==> src/rtl/dac_pkg.sv <==
// Door access controller package: register map, field layout, reset values, timing.
// Assumes a 10 MHz hclk and a 32-bit AHB-Lite register bus.
package dac_pkg;
	// ==========================================
	// Clock and timing
	localparam int unsigned CLK_HZ = 10_000_000;
	localparam int unsigned SEC_MS = 1000;
	localparam int unsigned PULSE_UNIT_MS = 100;
	// Cycles per whole second and per 100 ms step; both fit the 24-bit tick counters
	localparam int unsigned SEC_CYCLES = CLK_HZ / 1000 * SEC_MS;
	localparam int unsigned PULSE_UNIT_CYCLES = CLK_HZ / 1000 * PULSE_UNIT_MS;
	// ==========================================
	// Register offsets (byte addresses)
	localparam logic [7:0] OFF_ID = 8'h00;
	localparam logic [7:0] OFF_CFG = 8'h04;
	localparam logic [7:0] OFF_TIME = 8'h08;
	localparam logic [7:0] OFF_PULSE = 8'h0C;
	localparam logic [7:0] OFF_STAT = 8'h10;
	localparam logic [7:0] OFF_IRQ = 8'h14;
	localparam logic [7:0] OFF_MASK = 8'h18;
	// ==========================================
	// Door index limits
	localparam logic [7:0] DOOR_MIN = 8'h01;
	localparam logic [7:0] DOOR_MAX = 8'hFA;
	// Field positions inside CFG
	localparam int CFG_MODE_LSB = 0;
	localparam int CFG_SLAVE_LSB = 8;
	localparam int CFG_ILK_EN = 16;
	localparam int CFG_IN_EN = 17;
	localparam int CFG_OUT_EN = 18;
	localparam int CFG_SCH_EN = 19;
	localparam int CFG_LATE = 20;
	localparam int CFG_LO_TZ_EN = 21;
	localparam int CFG_SCHMODE_EN = 22;
	localparam int CFG_SCHMODE_LSB = 24;
	// Field positions inside TIME
	localparam int TIME_UNLOCK_LSB = 0;
	localparam int TIME_PRE_LSB = 8;
	localparam int TIME_MAX_LSB = 16;
	// Interrupt status bits
	localparam int IRQ_GRANT = 0;
	localparam int IRQ_DENY_ILK = 1;
	localparam int IRQ_DENY_AREA = 2;
	localparam int IRQ_PRE = 3;
	localparam int IRQ_LEFT = 4;
	localparam int IRQ_W = 5;
	// ==========================================
	// Reset values
	localparam logic [7:0] RST_DOOR = 8'h01;
	localparam logic [31:0] RST_CFG = 32'h0000_0000;
	localparam logic [7:0] RST_UNLOCK = 8'h05;
	localparam logic [7:0] RST_PRE = 8'h1E;
	localparam logic [7:0] RST_MAX = 8'h2D;
	localparam logic [31:0] RST_TIME = {8'h00, RST_MAX, RST_PRE, RST_UNLOCK};
	localparam logic [31:0] RST_PULSE = 32'h0000_0000;
	// Credential modes
	typedef enum logic [1:0] {
		DAC_CARD = 2'h0,
		DAC_CARD_PIN = 2'h1,
		DAC_CARD_OR_PIN = 2'h2,
		DAC_PIN = 2'h3
	} dac_mode_t;
	// AHB
	localparam logic [1:0] HTRANS_NONSEQ = 2'h2;
endpackage : dac_pkg
==> src/rtl/dac_door.sv <==
// Single-door access controller with AHB-Lite register slave.
// Assumes external door sensor/credential pins and area/schedule status inputs.
`timescale 1ns/1ps
module dac_door (
	// Clock and reset
	input wire logic hclk,
	input wire logic hresetn,
	// AHB-Lite slave
	input wire logic hsel,
	input wire logic [31:0] haddr,
	input wire logic [1:0] htrans,
	input wire logic hwrite,
	input wire logic [2:0] hsize,
	input wire logic [31:0] hwdata,
	input wire logic hready,
	output logic [31:0] hrdata,
	output logic hreadyout,
	output logic hresp,
	// Door pins (asynchronous)
	input wire logic door_open_pin,
	input wire logic cred_req_pin,
	// Decision inputs from system logic (same clock)
	input wire logic cred_ok,
	input wire logic ilk_group_secure,
	input wire logic in_area_armed,
	input wire logic in_user_can_disarm,
	input wire logic out_area_armed,
	input wire logic out_user_can_disarm,
	input wire logic sched_active,
	input wire logic [1:0] sched_mode,
	// Door outputs
	output logic lock_release,
	output logic slave_lock_release,
	output logic [7:0] slave_door,
	output logic pre_alarm_out,
	output logic left_open_out,
	output logic left_open_tz,
	output logic in_area_disarm,
	output logic out_area_disarm,
	output logic [1:0] cred_mode,
	output logic irq
);
	import dac_pkg::*;

	// ==========================================
	// Input synchronisers
	logic [2:0] open_sy_q, open_sy_d;
	logic [2:0] req_sy_q, req_sy_d;
	logic door_open_q, door_open_d;
	logic req_q, req_d;
	logic req_ev;

	// Three-stage sync, change taken when stages two and three agree
	always_comb begin
		open_sy_d = {open_sy_q[1:0], door_open_pin};
		req_sy_d = {req_sy_q[1:0], cred_req_pin};
		door_open_d = (open_sy_q[2] == open_sy_q[1]) ? open_sy_q[2] : door_open_q;
		req_d = (req_sy_q[2] == req_sy_q[1]) ? req_sy_q[2] : req_q;
	end
	assign req_ev = req_d & ~req_q;

	always_ff @(posedge hclk or negedge hresetn) begin
		if (!hresetn) begin
			open_sy_q <= 3'h0;
			req_sy_q <= 3'h0;
			door_open_q <= 1'b0;
			req_q <= 1'b0;
		end else begin
			open_sy_q <= open_sy_d;
			req_sy_q <= req_sy_d;
			door_open_q <= door_open_d;
			req_q <= req_d;
		end
	end

	// ==========================================
	// Register file and AHB-Lite slave
	logic [7:0] door_q, door_d;
	logic [31:0] cfg_q, cfg_d;
	logic [31:0] time_q, time_d;
	logic [31:0] pulse_q, pulse_d;
	logic [IRQ_W-1:0] irq_q, irq_d;
	logic [IRQ_W-1:0] mask_q, mask_d;
	logic [IRQ_W-1:0] ev;
	logic wr_pend_q, wr_pend_d;
	logic [7:0] wr_addr_q, wr_addr_d;
	logic [31:0] hrdata_q, hrdata_d;
	logic addr_ok;
	logic [31:0] stat;

	assign addr_ok = hsel & hready & (htrans == HTRANS_NONSEQ);
	assign hreadyout = 1'b1;
	assign hresp = 1'b0;
	assign hrdata = hrdata_q;

	// Read mux
	function automatic logic [31:0] rd_mux(input logic [7:0] a, input logic [31:0] c, input logic [31:0] t,
		input logic [31:0] p, input logic [31:0] s, input logic [IRQ_W-1:0] i,
		input logic [IRQ_W-1:0] m, input logic [7:0] d);
		logic [31:0] r;
		r = 32'h0000_0000;
		unique case (a)
			OFF_ID: r = {24'h000000, d};
			OFF_CFG: r = c;
			OFF_TIME: r = t;
			OFF_PULSE: r = p;
			OFF_STAT: r = s;
			OFF_IRQ: r = {{(32 - IRQ_W){1'b0}}, i};
			OFF_MASK: r = {{(32 - IRQ_W){1'b0}}, m};
			default: r = 32'h0000_0000;
		endcase
		return r;
	endfunction : rd_mux

	// Bus and register next state
	always_comb begin
		door_d = door_q;
		cfg_d = cfg_q;
		time_d = time_q;
		pulse_d = pulse_q;
		mask_d = mask_q;
		irq_d = irq_q;
		hrdata_d = hrdata_q;
		wr_pend_d = addr_ok & hwrite;
		wr_addr_d = addr_ok ? haddr[7:0] : wr_addr_q;
		if (addr_ok && !hwrite) begin
			hrdata_d = rd_mux(haddr[7:0], cfg_q, time_q, pulse_q, stat, irq_q, mask_q, door_q);
		end
		if (wr_pend_q) begin
			unique case (wr_addr_q)
				OFF_ID: begin
					if (hwdata[7:0] >= DOOR_MIN && hwdata[7:0] <= DOOR_MAX) begin
						door_d = hwdata[7:0];
					end
				end
				OFF_CFG: cfg_d = hwdata;
				OFF_TIME: time_d = hwdata;
				OFF_PULSE: pulse_d = hwdata;
				OFF_IRQ: irq_d = irq_q & ~hwdata[IRQ_W-1:0];
				OFF_MASK: mask_d = hwdata[IRQ_W-1:0];
				default: ;
			endcase
		end
		// Set wins over clear
		irq_d = irq_d | ev;
	end

	always_ff @(posedge hclk or negedge hresetn) begin
		if (!hresetn) begin
			door_q <= RST_DOOR;
			cfg_q <= RST_CFG;
			time_q <= RST_TIME;
			pulse_q <= RST_PULSE;
			irq_q <= '0;
			mask_q <= '0;
			wr_pend_q <= 1'b0;
			wr_addr_q <= 8'h00;
			hrdata_q <= 32'h0000_0000;
		end else begin
			door_q <= door_d;
			cfg_q <= cfg_d;
			time_q <= time_d;
			pulse_q <= pulse_d;
			irq_q <= irq_d;
			mask_q <= mask_d;
			wr_pend_q <= wr_pend_d;
			wr_addr_q <= wr_addr_d;
			hrdata_q <= hrdata_d;
		end
	end
	assign irq = |(irq_q & mask_q);

	// ==========================================
	// Configuration fields
	logic [7:0] t_unlock, t_pre, t_max, p_on, p_off;
	logic ilk_en, in_en, out_en, sch_en, late_en, lo_tz_en;
	assign t_unlock = time_q[TIME_UNLOCK_LSB +: 8];
	assign t_pre = time_q[TIME_PRE_LSB +: 8];
	assign t_max = time_q[TIME_MAX_LSB +: 8];
	assign p_on = pulse_q[7:0];
	assign p_off = pulse_q[15:8];
	assign ilk_en = cfg_q[CFG_ILK_EN];
	assign in_en = cfg_q[CFG_IN_EN];
	assign out_en = cfg_q[CFG_OUT_EN];
	assign sch_en = cfg_q[CFG_SCH_EN];
	assign late_en = cfg_q[CFG_LATE];
	assign lo_tz_en = cfg_q[CFG_LO_TZ_EN];

	assign cred_mode = cfg_q[CFG_SCHMODE_EN] ? sched_mode : cfg_q[CFG_MODE_LSB +: 2];

	// ==========================================
	// Second and 100 ms ticks
	logic [23:0] sec_cnt_q, sec_cnt_d;
	logic [23:0] dec_cnt_q, dec_cnt_d;
	logic sec_tick, dec_tick;

	assign sec_tick = (sec_cnt_q == 24'(SEC_CYCLES - 1));
	assign dec_tick = (dec_cnt_q == 24'(PULSE_UNIT_CYCLES - 1));
	always_comb begin
		sec_cnt_d = sec_tick ? 24'h000000 : sec_cnt_q + 24'h000001;
		dec_cnt_d = dec_tick ? 24'h000000 : dec_cnt_q + 24'h000001;
	end

	// ==========================================
	// Access decision and door state
	logic deny_ilk, deny_area, grant;
	logic [7:0] unl_q, unl_d;
	logic unl_act_q, unl_act_d;
	logic [7:0] open_q, open_d;
	logic late_ok_q, late_ok_d;
	logic sch_prev_q, sch_prev_d;
	logic pre_q, pre_d, left_q, left_d;
	logic in_dis_q, in_dis_d, out_dis_q, out_dis_d;
	logic lock_q, lock_d;
	logic sch_unlock;

	assign deny_ilk = req_ev & ilk_en & ~ilk_group_secure;
	assign deny_area = req_ev & ~deny_ilk & cred_ok &
		((in_en & in_area_armed & ~in_user_can_disarm) | (out_en & out_area_armed & ~out_user_can_disarm));
	assign grant = req_ev & cred_ok & ~deny_ilk & ~deny_area;

	assign sch_unlock = sch_en & sched_active & (~late_en | late_ok_q);

	// Timers and flags next state
	always_comb begin
		unl_d = unl_q;
		unl_act_d = unl_act_q;
		open_d = open_q;
		pre_d = pre_q;
		left_d = left_q;
		sch_prev_d = sch_en & sched_active;
		late_ok_d = late_ok_q;
		// Late arm cleared when a schedule interval starts
		if (!sch_prev_q && sch_en && sched_active) begin
			late_ok_d = 1'b0;
		end
		if (grant) begin
			late_ok_d = 1'b1;
		end
		if (grant) begin
			unl_d = 8'h00;
			unl_act_d = (t_unlock != 8'h00);
		end else if (unl_act_q && sec_tick) begin
			unl_d = unl_q + 8'h01;
			if (unl_q + 8'h01 >= t_unlock) begin
				unl_act_d = 1'b0;
			end
		end
		if (!door_open_q) begin
			open_d = 8'h00;
			pre_d = 1'b0;
			left_d = 1'b0;
		end else if (sec_tick && open_q != 8'hFF) begin
			open_d = open_q + 8'h01;
		end
		if (door_open_q && t_pre != 8'h00 && open_q >= t_pre) begin
			pre_d = 1'b1;
		end
		if (door_open_q && open_q >= t_max) begin
			left_d = 1'b1;
		end
		in_dis_d = grant & in_en & in_area_armed;
		out_dis_d = grant & out_en & out_area_armed;
		lock_d = unl_act_d | sch_unlock;
	end

	// Events to interrupt status
	assign ev = {left_d & ~left_q, pre_d & ~pre_q, deny_area, deny_ilk, grant};

	// ==========================================
	// Pre-alarm pulsing
	logic [7:0] pcnt_q, pcnt_d;
	logic phase_q, phase_d;
	logic pulse_en;

	// pulse only if both times nonzero
	assign pulse_en = (p_on != 8'h00) && (p_off != 8'h00);
	always_comb begin
		pcnt_d = pcnt_q;
		phase_d = phase_q;
		if (!pre_q || !pulse_en) begin
			pcnt_d = 8'h00;
			phase_d = 1'b1;
		end else if (dec_tick) begin
			if (pcnt_q + 8'h01 >= (phase_q ? p_on : p_off)) begin
				pcnt_d = 8'h00;
				phase_d = ~phase_q;
			end else begin
				pcnt_d = pcnt_q + 8'h01;
			end
		end
	end

	always_ff @(posedge hclk or negedge hresetn) begin
		if (!hresetn) begin
			sec_cnt_q <= 24'h000000;
			dec_cnt_q <= 24'h000000;
			unl_q <= 8'h00;
			unl_act_q <= 1'b0;
			open_q <= 8'h00;
			late_ok_q <= 1'b0;
			sch_prev_q <= 1'b0;
			pre_q <= 1'b0;
			left_q <= 1'b0;
			in_dis_q <= 1'b0;
			out_dis_q <= 1'b0;
			lock_q <= 1'b0;
			pcnt_q <= 8'h00;
			phase_q <= 1'b1;
		end else begin
			sec_cnt_q <= sec_cnt_d;
			dec_cnt_q <= dec_cnt_d;
			unl_q <= unl_d;
			unl_act_q <= unl_act_d;
			open_q <= open_d;
			late_ok_q <= late_ok_d;
			sch_prev_q <= sch_prev_d;
			pre_q <= pre_d;
			left_q <= left_d;
			in_dis_q <= in_dis_d;
			out_dis_q <= out_dis_d;
			lock_q <= lock_d;
			pcnt_q <= pcnt_d;
			phase_q <= phase_d;
		end
	end

	// ==========================================
	// Outputs
	logic slave_valid;
	// slave follows unless self or none
	assign slave_valid = (cfg_q[CFG_SLAVE_LSB +: 8] != 8'h00) && (cfg_q[CFG_SLAVE_LSB +: 8] != door_q);
	assign slave_door = slave_valid ? cfg_q[CFG_SLAVE_LSB +: 8] : 8'h00;
	assign slave_lock_release = slave_valid & lock_q;
	assign lock_release = lock_q;
	assign pre_alarm_out = pre_q & (~pulse_en | phase_q);
	assign left_open_out = left_q;
	assign left_open_tz = left_q & lo_tz_en;
	assign in_area_disarm = in_dis_q;
	assign out_area_disarm = out_dis_q;
	assign stat = {24'h000000, 1'b0, in_dis_q, left_q, pre_q, unl_act_q, sch_unlock, lock_q, door_open_q};
endmodule : dac_door

==> config.mk <==
export PLATFORM = sky130hd
export DESIGN_NAME = dac_door
export DESIGN_NICKNAME = d
export VERILOG_FILES = /design/src/rtl/dac_pkg.sv /design/src/rtl/dac_door.sv
export SDC_FILE = /design/constraint.sdc
export NUM_CORES = 1
export LEC_CHECK = 0
export ABC_AREA = 1
export BUFFER_PORTS_ARGS = -buffer_cell sky130_fd_sc_hd__buf_2
export CAP_MARGIN = 20
export CORE_MARGIN = 4
export CORE_UTILIZATION = 60
export CTS_CLUSTER_DIAMETER = 150
export DETAILED_ROUTE_END_ITERATION = 10
export PLACE_DENSITY = 0.93
export SLEW_MARGIN = 20
export SYNTH_ARGS = -nofsm -noshare
export SYNTH_HDL_FRONTEND = slang
export SYNTH_SLANG_ARGS = --single-unit
==> constraint.sdc <==
create_clock -name hclk -period 6.1 [get_ports hclk]
set_input_delay 0.61 -clock hclk [delete_from_list [all_inputs] [get_ports hclk]]
set_output_delay 0.61 -clock hclk [all_outputs]
set_load 0.05 [all_outputs]
---- Yosys cells after proc, flatten, opt, wreduce, memory -nomap -nowiden ----
Cells that the tools add are included.
operators by class
  add/subtract/negate cells ............... 5
  $lt $le $gt $ge ......................... 6
  eq/ne operators ......................... 19
  multiplexer cells ....................... 28
  bitwise logic cells ..................... 46
  reductions and logical operators ........ 34
operator list
  operator                 count
  $pmux W32 S7             1
  $mux W8                  9
  $add A24 B1 Y24 const B  2
  $mux W24                 2
  $eq A8 B5 Y1 const B     5
  $reduce_bool A8 Y1       5
  $eq A8 B4 Y1 const B     4
  $ge A8 B8 Y1             4
  $and A1 B1 Y1            27
  $add A8 B1 Y8 const B    3
  $eq A24 B20 Y1 const B   1
  $eq A24 B24 Y1 const B   1
  $eq A8 B3 Y1 const B     2
  $logic_not A8 Y1         2
  $mux W1                  13
  $logic_and A1 B1 Y1      11
  $not A1 Y1               11
  $and A5 B5 Y5            2
  $mux W5                  2
  $reduce_and A2 Y1        5
  $ge A8 B1 Y1 const B     1
  $le A8 B8 Y1 const B     1
  $ne A8 B8 Y1             1
  $ne A8 B8 Y1 const B     1
  other kinds (12)         22
storage, ports and cells
  flip-flop bits (word level) ............. 244
  output and inout port bits .............. 52

---- Longest topological paths before layout ----
Gate-level depths: netlist of the first run.
  word-level depth ........................ 13
  mapped depth ............................ 15
  depth with buffers taken out ............ 14

---- Worst setup path before layout of the first run ----
Ideal clock, no wire load.
  kind .................................... reg-to-output
  start ................................... register door_q[0]
  end ..................................... output slave_door[0]
  arrival time ............................ 1.568 ns
  setup slack ............................. 3.922 ns
  cell stages (with the launch flop) ...... 7
  path buffers ............................ 0
  cells stage by stage .................... dfstp_2 inv_1 nand2_1 a21oi_1 nand4_1 nand2_1 nor2_1
on the way
  longest elaborated chain between the ends .. 3
ends and longest elaborated chain
  element                 RTL line         source
  from (decl)             dac_door.sv:78   logic [7:0] door_q, door_d;
  from (signal assigned)  dac_door.sv:160  door_q <= door_d;
  $ne A8 B8 Y1            dac_door.sv:332  assign slave_valid = (cfg_q[CFG_SLAVE_LSB +: 8] != 8'h00) && (cfg_q[CFG_SLAVE_LSB +: 8] != door_q);
  $logic_and A1 B1 Y1     dac_door.sv:332
  $mux W8                 dac_door.sv:333  assign slave_door = slave_valid ? cfg_q[CFG_SLAVE_LSB +: 8] : 8'h00;
  to (decl)               dac_door.sv:34   output logic [7:0] slave_door,
No other way between the ends.

---- Final worst setup path of the first run ----
  start ................................... register door_q[0]
  end ..................................... output slave_door[5]
Same word-level chain as after synthesis.

==> results of run 1 <==
-- registers in the layout, summed over array words and instances (netlist names), 3 cells and up --
name       count
mask_q         5
irq_q          5
hrdata        32
cfg_q         32
unl_q          8
pcnt_q         8
dec_cnt_q     24
open_q         8
pulse_q       32
door_q         8
sec_cnt_q     24
req_sy_q       3
wr_addr_q      8
open_sy_q      3
time_q        32
-- placed cells by master, fill, tap and decap left out, types with 6 or more instances in the layout --
| master | count |
|---|---|
| nand3b_1 | 7 |
| dfstp_2 | 12 |
| nor3b_1 | 6 |
| nand4_1 | 29 |
| ha_1 | 37 |
| clkinv_2 | 9 |
| nand2_1 | 474 |
| xnor2_1 | 9 |
| nand3_1 | 145 |
| clkbuf_16 | 27 |
| nor3_1 | 22 |
| nor2_1 | 145 |
| nor2_2 | 8 |
| o211ai_1 | 9 |
| inv_1 | 199 |
| xor2_1 | 33 |
| a21oi_1 | 24 |
| dfrtp_1 | 232 |
| buf_2 | 106 |
| o21ai_0 | 143 |
| o21ai_1 | 21 |
-- worst max-delay path by stage --
| stage | start | to | slack [ns] | depth (start not counted) |
|---|---|---|---|---|
| finish | door_q[0] | slave_door[5] | 3.22 | 7 |
| floorplan | door_q[0] | slave_door[0] | 3.92 | 6 |
| global route | cfg_q[14] | slave_door[5] | 3.18 | 6 |
| CTS | door_q[0] | slave_door[5] | 3.29 | 7 |
| global placement | htrans[0] | hrdata[5] | 3.32 | 8 |
| detailed placement | haddr[1] | hrdata[7] | 3.26 | 8 |
-- layer usage --
metal	vias up	routed length, um
li1	5443	-
met1	5529	12800
met2	679	16400
met3	141	2980
met4	0	1610
met5	-	0
-- Yosys cell counts (6+ instances only) --
cell and number:
nand2_1 474, dfrtp_1 232, inv_1 200, nand3_1 145, nor2_1 145, o21ai_0 143
ha_1 37, xor2_1 33, nand4_1 29, a21oi_1 24, buf_2 23, nor3_1 22
o21ai_1 21, clkbuf_1 17, dfstp_2 12, o211ai_1 9, xnor2_1 9, nor2_2 8
nand3b_1 7, nor3b_1 6
-- metrics by stage --
stage,utilization,cells,area [um^2],worst slack [ns]
3_5_place_dp,0.643,1983,13500,3.26
5_1_grt,0.687,2031,14400,3.18
3_3_place_gp,0.643,1983,13500,3.32
2_1_floorplan,-,1644,12800,3.92
6_report,0.687,2031,14400,3.22
4_1_cts,0.687,2031,14400,3.29
-- critical path, cell delays in order (launching register included) --
cell and delay (ns):
dfstp_2 0.55, inv_1 0.07, nand2_1 0.08, a21oi_1 0.06, nand4_1 0.09, nand2_1 0.22, nor2_1 0.33, buf_2 0.33
-- cell families after synthesis --
logic type	synth area share
and+or+nand+nor	0.292
DFF	0.479
buffers and inverters	0.0782
adders and majority gates	0.0378
AOI/OAI and AO/OA	0.0819
other	0.000588
xor gates and xnor gates	0.0288
muxes	0.000882
-- area by class of cell --
type | instances | area, um^2
clock inverters | 15 | 183
flip-flops and latches | 244 | 6120
fillers | 1576 | 6560
repair buffers | 111 | 588
well taps | 275 | 344
clock buffers | 33 | 738
multi-input cells | 1149 | 5660
inverters | 204 | 766
-- power by group through the flow --
| stage | clock, mW | combinational [mW] | sequential, mW |
|---|---|---|---|
| floorplan | 0 | 0.200 | 1.82 |
| global placement | 0 | 0.319 | 1.83 |
| detailed placement | 0 | 0.336 | 1.83 |
| CTS | 1.71 | 0.342 | 1.81 |
| global route | 1.77 | 0.385 | 1.82 |
| finish | 1.70 | 0.344 | 1.81 |
==> metrics.csv, run 1 <==
metric,value,unit
power,3.86,mW
ys.warnings.count,0,
r2r_setup_slack,3.65,ns
synth.area.top_cells,"dfrtp_1 45%, nand2_1 14%, inv_1 5.9%",
setup_viol,0,
clk-insertion-delay-late,0.54,ns
synthCells,1644,
synth_cell_type_count,43,
antenna_cells,0,
reg2regPathDepth,12,
fmax,347,MHz
pwr-share-clk,0.440,
wl_per_cell,16.6,um
start_kind,flop,
die_y,154,um
yosysTopAreaCell,dfrtp_1,
vias,11800,
grt_pass1_vias,11600,
p_int,2.84,mW
worstPathRequired,5.49,ns
p_per_area,268,nW/um^2
hold_violations,0,
ir_drop,0.279,mV
die_area,23700,um^2
max_slew.worst_pin.slew,1.08,ns
yosysSeqAreaShare,0.479,
gr-usage-met2,0.476,
maxSlewViolCount,0,
cts_tree,done,
cts_root_buf,clkbuf_16,
nets,1858,
antenna_found_initial,0,
drive_gt1_frac,0.115,
cts-hold-fix-buffers,0,
min_period,2.88,ns
grt_max_degree,161,
cp.arrival,2.27,ns
num_rows,53,
synth-edff-count,0,
synth_seq_cells,244,
synth_async_sr_flop_share,1.00,
place_congestion,0.910,
slew_headroom,0.273,
skew,0.0105,ns
die_w,154,um
dp.final_hpwl,22.8,mm
rsz0062_at_grt,false,
post_cts_buffers,0,
initial_core_util,0.609,
port_buffers,107,
critical_path_peak_fanout,9,
hold_class,in -> async,
cts_resized,0,
post-route-period-util,0.472,
worstSetupPathType,reg -> out,
htreeDepth,1,
switchingPower,1.01,mW
cts_made_buffers,26,
maxCapViolCount,0,
overflow,0,
combPwrFrac,0.089,
viasPerCell,5.81,
cts.path.max_buffers,3,
syn_area,12800,um^2
drtAntennaViolNets,0,
seqPwrFrac,0.471,
p_sw_frac,0.262,
drtPass1Iterations,8,
drt_iter0_markers,1134,
met1_usage,0.358,
p_leak,8.15,nW
wl,33.8,mm
grt_pass1_wl,55.5,mm
core,21000,um^2
outcome,"finished, final reports clean",
whs,0.0544,ns
syn-num-nets,1766,
cts.sinks,244,
syn_area_per_cell,7.77,um^2
area_growth,12.8,%
synth_top_area_frac,0.455,
grtUsageMet3,0.0402,
grt_usage,0.280,
r2r_start,pcnt_q[0],
fin_tns_setup,0,ns
reg2reg_to,phase_q,
pin_count,137,
worst_setup_path_end_kind,output port,
clkTransAtPathRegs,0.06,ns
busiest_layer,met2,
synth-main-ff-cell,dfrtp_1,
drc_errors,0,
No activity file was read; power rests on OpenSTA's default activity.
==> run 2: changes to the inputs <==
--- a/config.mk
+++ b/config.mk
@@ -5,14 +5,14 @@
 export SDC_FILE = /design/constraint.sdc
 export NUM_CORES = 1
 export LEC_CHECK = 0
-export ABC_AREA = 1
+export ABC_AREA = 0
 export BUFFER_PORTS_ARGS = -buffer_cell sky130_fd_sc_hd__buf_2
 export CAP_MARGIN = 20
 export CORE_MARGIN = 4
-export CORE_UTILIZATION = 60
+export CORE_UTILIZATION = 59
 export CTS_CLUSTER_DIAMETER = 150
 export DETAILED_ROUTE_END_ITERATION = 10
-export PLACE_DENSITY = 0.93
+export PLACE_DENSITY = 0.92
 export SLEW_MARGIN = 20
 export SYNTH_ARGS = -nofsm -noshare
 export SYNTH_HDL_FRONTEND = slang
==> constraint.sdc (replaced) <==
create_clock -name hclk -period 2.9 [get_ports hclk]
set_input_delay 0.29 -clock hclk [delete_from_list [all_inputs] [get_ports hclk]]
set_output_delay 0.29 -clock hclk [all_outputs]
set_load 0.05 [all_outputs]
==> run 2 against run 1 <==
Synthesized area shrank 5.8%; clock skew shrank 0.00086 ns; setup slack worse by 3.0 ns; first-iteration DRC count is 13% lower; die area is 4.0% lower; sequential power grew 100%; hold slack lost 0.037 ns; critical path type is now reg -> reg; highest routed layer unchanged.
==> metrics.csv, run 2 <==
metric,value,unit
core,19800,um^2
pin_count,137,
met1_usage,0.374,
cts_root_buf,clkbuf_16,
synth.area.top_cells,"dfrtp_1 48%, mux2_2 12%, ha_1 3.8%",
vias,9605,
place_area,12900,um^2
worstSetupPathType,reg -> reg,
cts_resized,0,
pwr-share-clk,0.454,
cts.sinks,244,
combPwrFrac,0.083,
yosysSeqAreaShare,0.509,
yosysTopAreaCell,dfrtp_1,
synthXorXnorAreaFrac,0.0444,
reg2regPathDepth,10,
cts.path.max_buffers,3,
syn-num-nets,1210,
rsz0062_at_grt,false,
syn_area,12000,um^2
grt_pass1_vias,10000,
cts_tree,done,
final-seq-area,6120,um^2
start_kind,flop,
multiInputGateArea,5620,um^2
grt_pass1_wl,52.6,mm
gr-usage-met2,0.486,
place_congestion,0.949,
slew_headroom,0.446,
critical_path_peak_fanout,6,
cp.arrival,3.08,ns
fmax,379,MHz
hold_class,in -> reg,
maxSlewViolCount,0,
critical_path_buf_inv_count,0,
worstPathRequired,3.35,ns
synth_commonest_cells,"232 x dfrtp_1, 129 x mux2_2, 108 x nand2_1, 68 x o21ai_0, 50 x nor2_1",
synth_compound_area_frac,0.0900,
min_period,2.64,ns
skew,0.00966,ns
post-route-period-util,0.910,
power,7.90,mW
worst_setup_path_end_kind,flop,
outcome,"finished, final reports clean",
drtAntennaViolNets,0,
hold_violations,0,
dp.final_hpwl,21.4,mm
viasPerCell,6.46,
port_buffers,107,
yosys.area_share.adder,0.0401,
syn_area_per_cell,11.1,um^2
drt_iter0_markers,981,
cp_slowest_cell,dfrtp_1,
fin_area,13900,um^2
wl_per_cell,21.9,um
p_leak,6.53,nW
fillers,1305,
post-synth-top-count-cell,dfrtp_1,
nets,1325,
synthSimpleGateAreaFrac,0.143,
drtPass1Iterations,5,
p_per_area,568,nW/um^2
synthCells,1088,
worstPathCellList,ha_1 > nand3_1 > nor2_1 > xor2_1 > ha_1 > a21o_1 > a21oi_1 > o31a_1 > nor3_1 > or3b_2,
crit_cells,10,
p_int,5.96,mW
synth_async_sr_flop_share,1.00,
clk-insertion-delay-late,0.53,ns
synth-main-ff-cell,dfrtp_1,
num_rows,51,
final_common_cell,dfrtp_1,
htreeDepth,1,
cpMostUsedCell,ha_1,
max_slew.worst_pin.slew,0.832,ns
ys.warnings.count,0,
die_w,151,um
die_y,151,um
synth_cell_type_count,69,
synth-edff-count,0,
slowest_delay,0.44,ns
switchingPower,1.94,mW
drc_errors,0,
drive_gt1_frac,0.269,
maxCapViolCount,0,
hold_path_depth,2,
setup_viol,0,
muxShareOfSynthArea,0.147,
overflow,0,
fin_tns_setup,0,ns
area_growth,15.7,%
p_sw_frac,0.246,
cts_made_buffers,26,
synth_seq_cells,244,
synth_top_area_frac,0.483,
busiest_layer,met2,
die_area,22700,um^2
most-common-layout-cells,"232 x dfrtp_1, 129 x mux2_2, 108 x nand2_1",
synth_top_family_by_area,multiplexers,
initial_core_util,0.608,
ir_drop,0.631,mV
clkTransAtPathRegs,0.06,ns
cp_top_family,simple AND/OR/NAND/NOR gates,
grtUsageMet3,0.0622,
seqPwrFrac,0.463,
antenna_found_initial,2,
grt_usage,0.291,
grt_max_degree,82,
wl,32.6,mm
## run 2: final timing paths
kind | from | end | slack, ns
min in group asynchronous | hresetn | pcnt_q[5] | 0.35
min reg2reg | open_sy_q[0] | open_sy_q[1] | 0.35
max reg2reg | pcnt_q[0] | phase_q | 0.26
min | hwdata[22] | time_q[22] | 0.02
max | pcnt_q[0] | phase_q | 0.26
max in group asynchronous | hresetn | cfg_q[31] | 1.73
## run 2: per-stage QoR
step,utilization,worst slack [ns],instances,hold WS (ns)
6_report,0.703,0.262,1487,0.0171
3_5_place_dp,0.655,0.280,1437,0.333
4_1_cts,0.703,0.271,1486,0.000796
3_3_place_gp,0.655,0.375,1437,0.324
5_1_grt,0.703,0.0694,1487,0.00412
2_1_floorplan,-,0.257,1088,-0.00559
## run 2: cell families after synthesis
family / after synthesis
other: 2
buffers and inverters: 78
adders and majority gates: 39
AOI/OAI and AO/OA: 172
muxes: 155
and+or+nand+nor: 337
xor gates and xnor gates: 61
DFF: 244
## run 2: what timing repair did
item | in CTS | in global routing
setup endpoints to repair | 0 | 0
hold endpoints to repair | 74 | 0
hold buffers | 3 | 0
setup buffers | 0 | 0
## run 2: power by group through the flow
stage	Clock, mW	Combinational [mW]	Sequential, mW
after CTS	3.61	0.652	3.65
final	3.59	0.656	3.66
after global placement	0	0.613	3.70
after global routing	3.78	0.712	3.66
after detailed placement	0	0.636	3.71
after floorplan	0	0.353	3.69
## run 2: final cells by class
type | count | area share
Antenna cell | 1 | 0.000180
Clock buffer | 32 | 0.0513
Clock inverter | 14 | 0.0157
Inverter | 34 | 0.00917
Multi-Input combinational cell | 766 | 0.404
Sequential cell | 244 | 0.440
Tap cell | 265 | 0.0238
Timing Repair Buffer | 131 | 0.0563
## run 2: layer usage
| layer | wire length, um | vias up |
|---|---|---|
| li1 | - | 4153 |
| met5 | 0 | - |
| met4 | 1260 | 0 |
| met2 | 15800 | 590 |
| met3 | 3050 | 123 |
| met1 | 12500 | 4739 |
==> run 3: changes to the inputs <==
--- a/config.mk
+++ b/config.mk
@@ -5,7 +5,7 @@
 export SDC_FILE = /design/constraint.sdc
 export NUM_CORES = 1
 export LEC_CHECK = 0
-export ABC_AREA = 0
+export ABC_AREA = 1
 export BUFFER_PORTS_ARGS = -buffer_cell sky130_fd_sc_hd__buf_2
 export CAP_MARGIN = 20
 export CORE_MARGIN = 4
@@ -13,6 +13,7 @@
 export CTS_CLUSTER_DIAMETER = 150
 export DETAILED_ROUTE_END_ITERATION = 10
 export PLACE_DENSITY = 0.92
+export SKIP_CTS_REPAIR_TIMING = 1
 export SLEW_MARGIN = 20
 export SYNTH_ARGS = -nofsm -noshare
 export SYNTH_HDL_FRONTEND = slang
==> run 3 against run 2 <==
Setup slack better by 0.14 ns; sequential power is 4% higher; first-iteration DRC count is 19% higher; die area is 5.8% higher; sequential share of layout area is 1.7 points lower; critical path type is now reg -> out; critical endpoint is now slave_lock_release.
==> metrics.csv, run 3 (same netlist as run 1, synthesis figures left out) <==
metric,value,unit
cts_made_buffers,26,
worst_setup_path_end_kind,output port,
crit_cells,7,
cpMostUsedCell,nand2_1,
p_sw_frac,0.262,
place_ws,0.562,ns
reg2regPathDepth,12,
viasPerCell,5.72,
drive_gt1_frac,0.114,
cts_root_buf,clkbuf_16,
place_area,13500,um^2
skew,0.0347,ns
cp_slowest_cell,dfstp_2,
min_period,2.49,ns
worstPathCellList,inv_1 > nand2_1 > a21oi_1 > nand4_1 > nand2_1 > nor2_1 > buf_2,
post-route-period-util,0.860,
maxCapViolCount,0,
switchingPower,2.07,mW
wl_per_cell,16.3,um
drc_errors,0,
htreeDepth,1,
setup_viol,0,
grt_usage,0.273,
port_buffers,107,
most-common-layout-cells,"474 x nand2_1, 232 x dfrtp_1, 200 x inv_1",
slew_headroom,0.480,
nets,1871,
fillers,1580,
area_growth,13.4,%
grt_pass1_wl,54.6,mm
fmax,401,MHz
worstPathRequired,2.61,ns
cp_top_family,simple AND/OR/NAND/NOR gates,
start_kind,flop,
wl,33.3,mm
hold_path_depth,3,
combPwrFrac,0.092,
worstSetupPathType,reg -> out,
hold_class,in -> reg,
antenna_found_initial,0,
pwr-share-clk,0.424,
seqPwrFrac,0.484,
outcome,"finished, final reports clean",
p_leak,8.16,nW
dp.final_hpwl,23.0,mm
cts.sinks,244,
die_y,155,um
fin_tns_setup,0,ns
antenna_cells,0,
hold_violations,0,
fin_area,14500,um^2
cts.path.max_buffers,3,
max_slew.worst_pin.slew,0.779,ns
die_area,24100,um^2
die_w,155,um
grt_pass1_vias,11500,
p_int,5.81,mW
clk-insertion-delay-late,0.56,ns
grt_max_degree,88,
slowest_delay,0.54,ns
core,21200,um^2
rsz0062_at_grt,false,
setup_ws,0.407,ns
p_per_area,544,nW/um^2
pin_count,137,
initial_core_util,0.604,
whs,0.00166,ns
ir_drop,0.607,mV
post-route-util,0.684,
drt_iter0_markers,1171,
vias,11700,
cts_tree,done,
maxSlewViolCount,0,
num_rows,53,
final_common_cell,nand2_1,
clkTransAtPathRegs,0.06,ns
overflow,0,
drtAntennaViolNets,0,
critical_path_buf_inv_count,2,
place_congestion,0.941,
cp.arrival,2.20,ns
drtPass1Iterations,6,
critical_path_peak_fanout,9,
run 3: cell count changes in the layout (fill, tap and decap cells not counted), sizes merged, moves of 12 or more:
cell	before	now
a22oi	34	0
and3	17	2
xnor2	39	9
mux2	131	1
nor4	18	4
nor3	11	25
nand2	108	478
o21ai	68	164
nand4	18	30
nand3	50	149
inv	35	205
mux2i	20	0
nor2	51	157
run 3: power groups by stage:
stage | Sequential [mW] | Combinational, mW | Clock (mW)
6_report | 3.81 | 0.724 | 3.34
4_1_cts | 3.80 | 0.718 | 3.38
3_3_place_gp | 3.84 | 0.673 | 0
5_1_grt | 3.83 | 0.812 | 3.52
2_1_floorplan | 3.83 | 0.422 | 0
3_5_place_dp | 3.86 | 0.707 | 0
run 3: metrics by stage:
step	instances	power [mW]
global route	2042	8.16
floorplan	1644	4.26
global placement	1990	4.52
finish	2042	7.88
CTS	2036	7.90
detailed placement	1990	4.56
run 3: layout make-up:
| cell class | instances | area (um^2) | area share |
|---|---|---|---|
| Clock buffer | 43 | 805 | 0.0556 |
| Clock inverter | 3 | 68.8 | 0.00475 |
| Inverter | 204 | 766 | 0.0529 |
| Multi-Input combinational cell | 1149 | 5650 | 0.390 |
| Sequential cell | 244 | 6120 | 0.423 |
| Tap cell | 275 | 344 | 0.0238 |
| Timing Repair Buffer | 124 | 726 | 0.0501 |
run 3: path summary, 6_finish.rpt:
path,slack [ns],start,to
setup reg to reg,0.56,pcnt_q[0],phase_q
min in group asynchronous,0.33,hresetn,hrdata[2]
setup / recovery,0.41,door_q[0],slave_lock_release
max in group asynchronous,1.66,hresetn,time_q[19]
hold reg to reg,0.35,req_sy_q[0],req_sy_q[1]
hold / removal,0.002,haddr[1],wr_addr_q[1]
run 3: worst register-to-register path: stages (launching register included):
cell and delay, ns:
dfrtp_1 0.42, nand3_1 0.16, nor3b_1 0.35, nand2_1 0.10
nand2_1 0.07, nand2_1 0.06, ha_1 0.31, a21o_1 0.18
nor2_1 0.14, nand3_1 0.26, nand2_1 0.13, nand2_1 0.06
nand2_1 0.07
run 3: metal layers:
| metal | GRT usage | wire length (um) | vias to the layer above |
|---|---|---|---|
| met2 | 0.465 | 16300 | 584 |
| met1 | 0.343 | 12900 | 5484 |
| met5 | 0 | 0 | - |
| met3 | 0.0412 | 2460 | 138 |
| li1 | - | - | 5471 |
| met4 | 0.130 | 1670 | 0 |
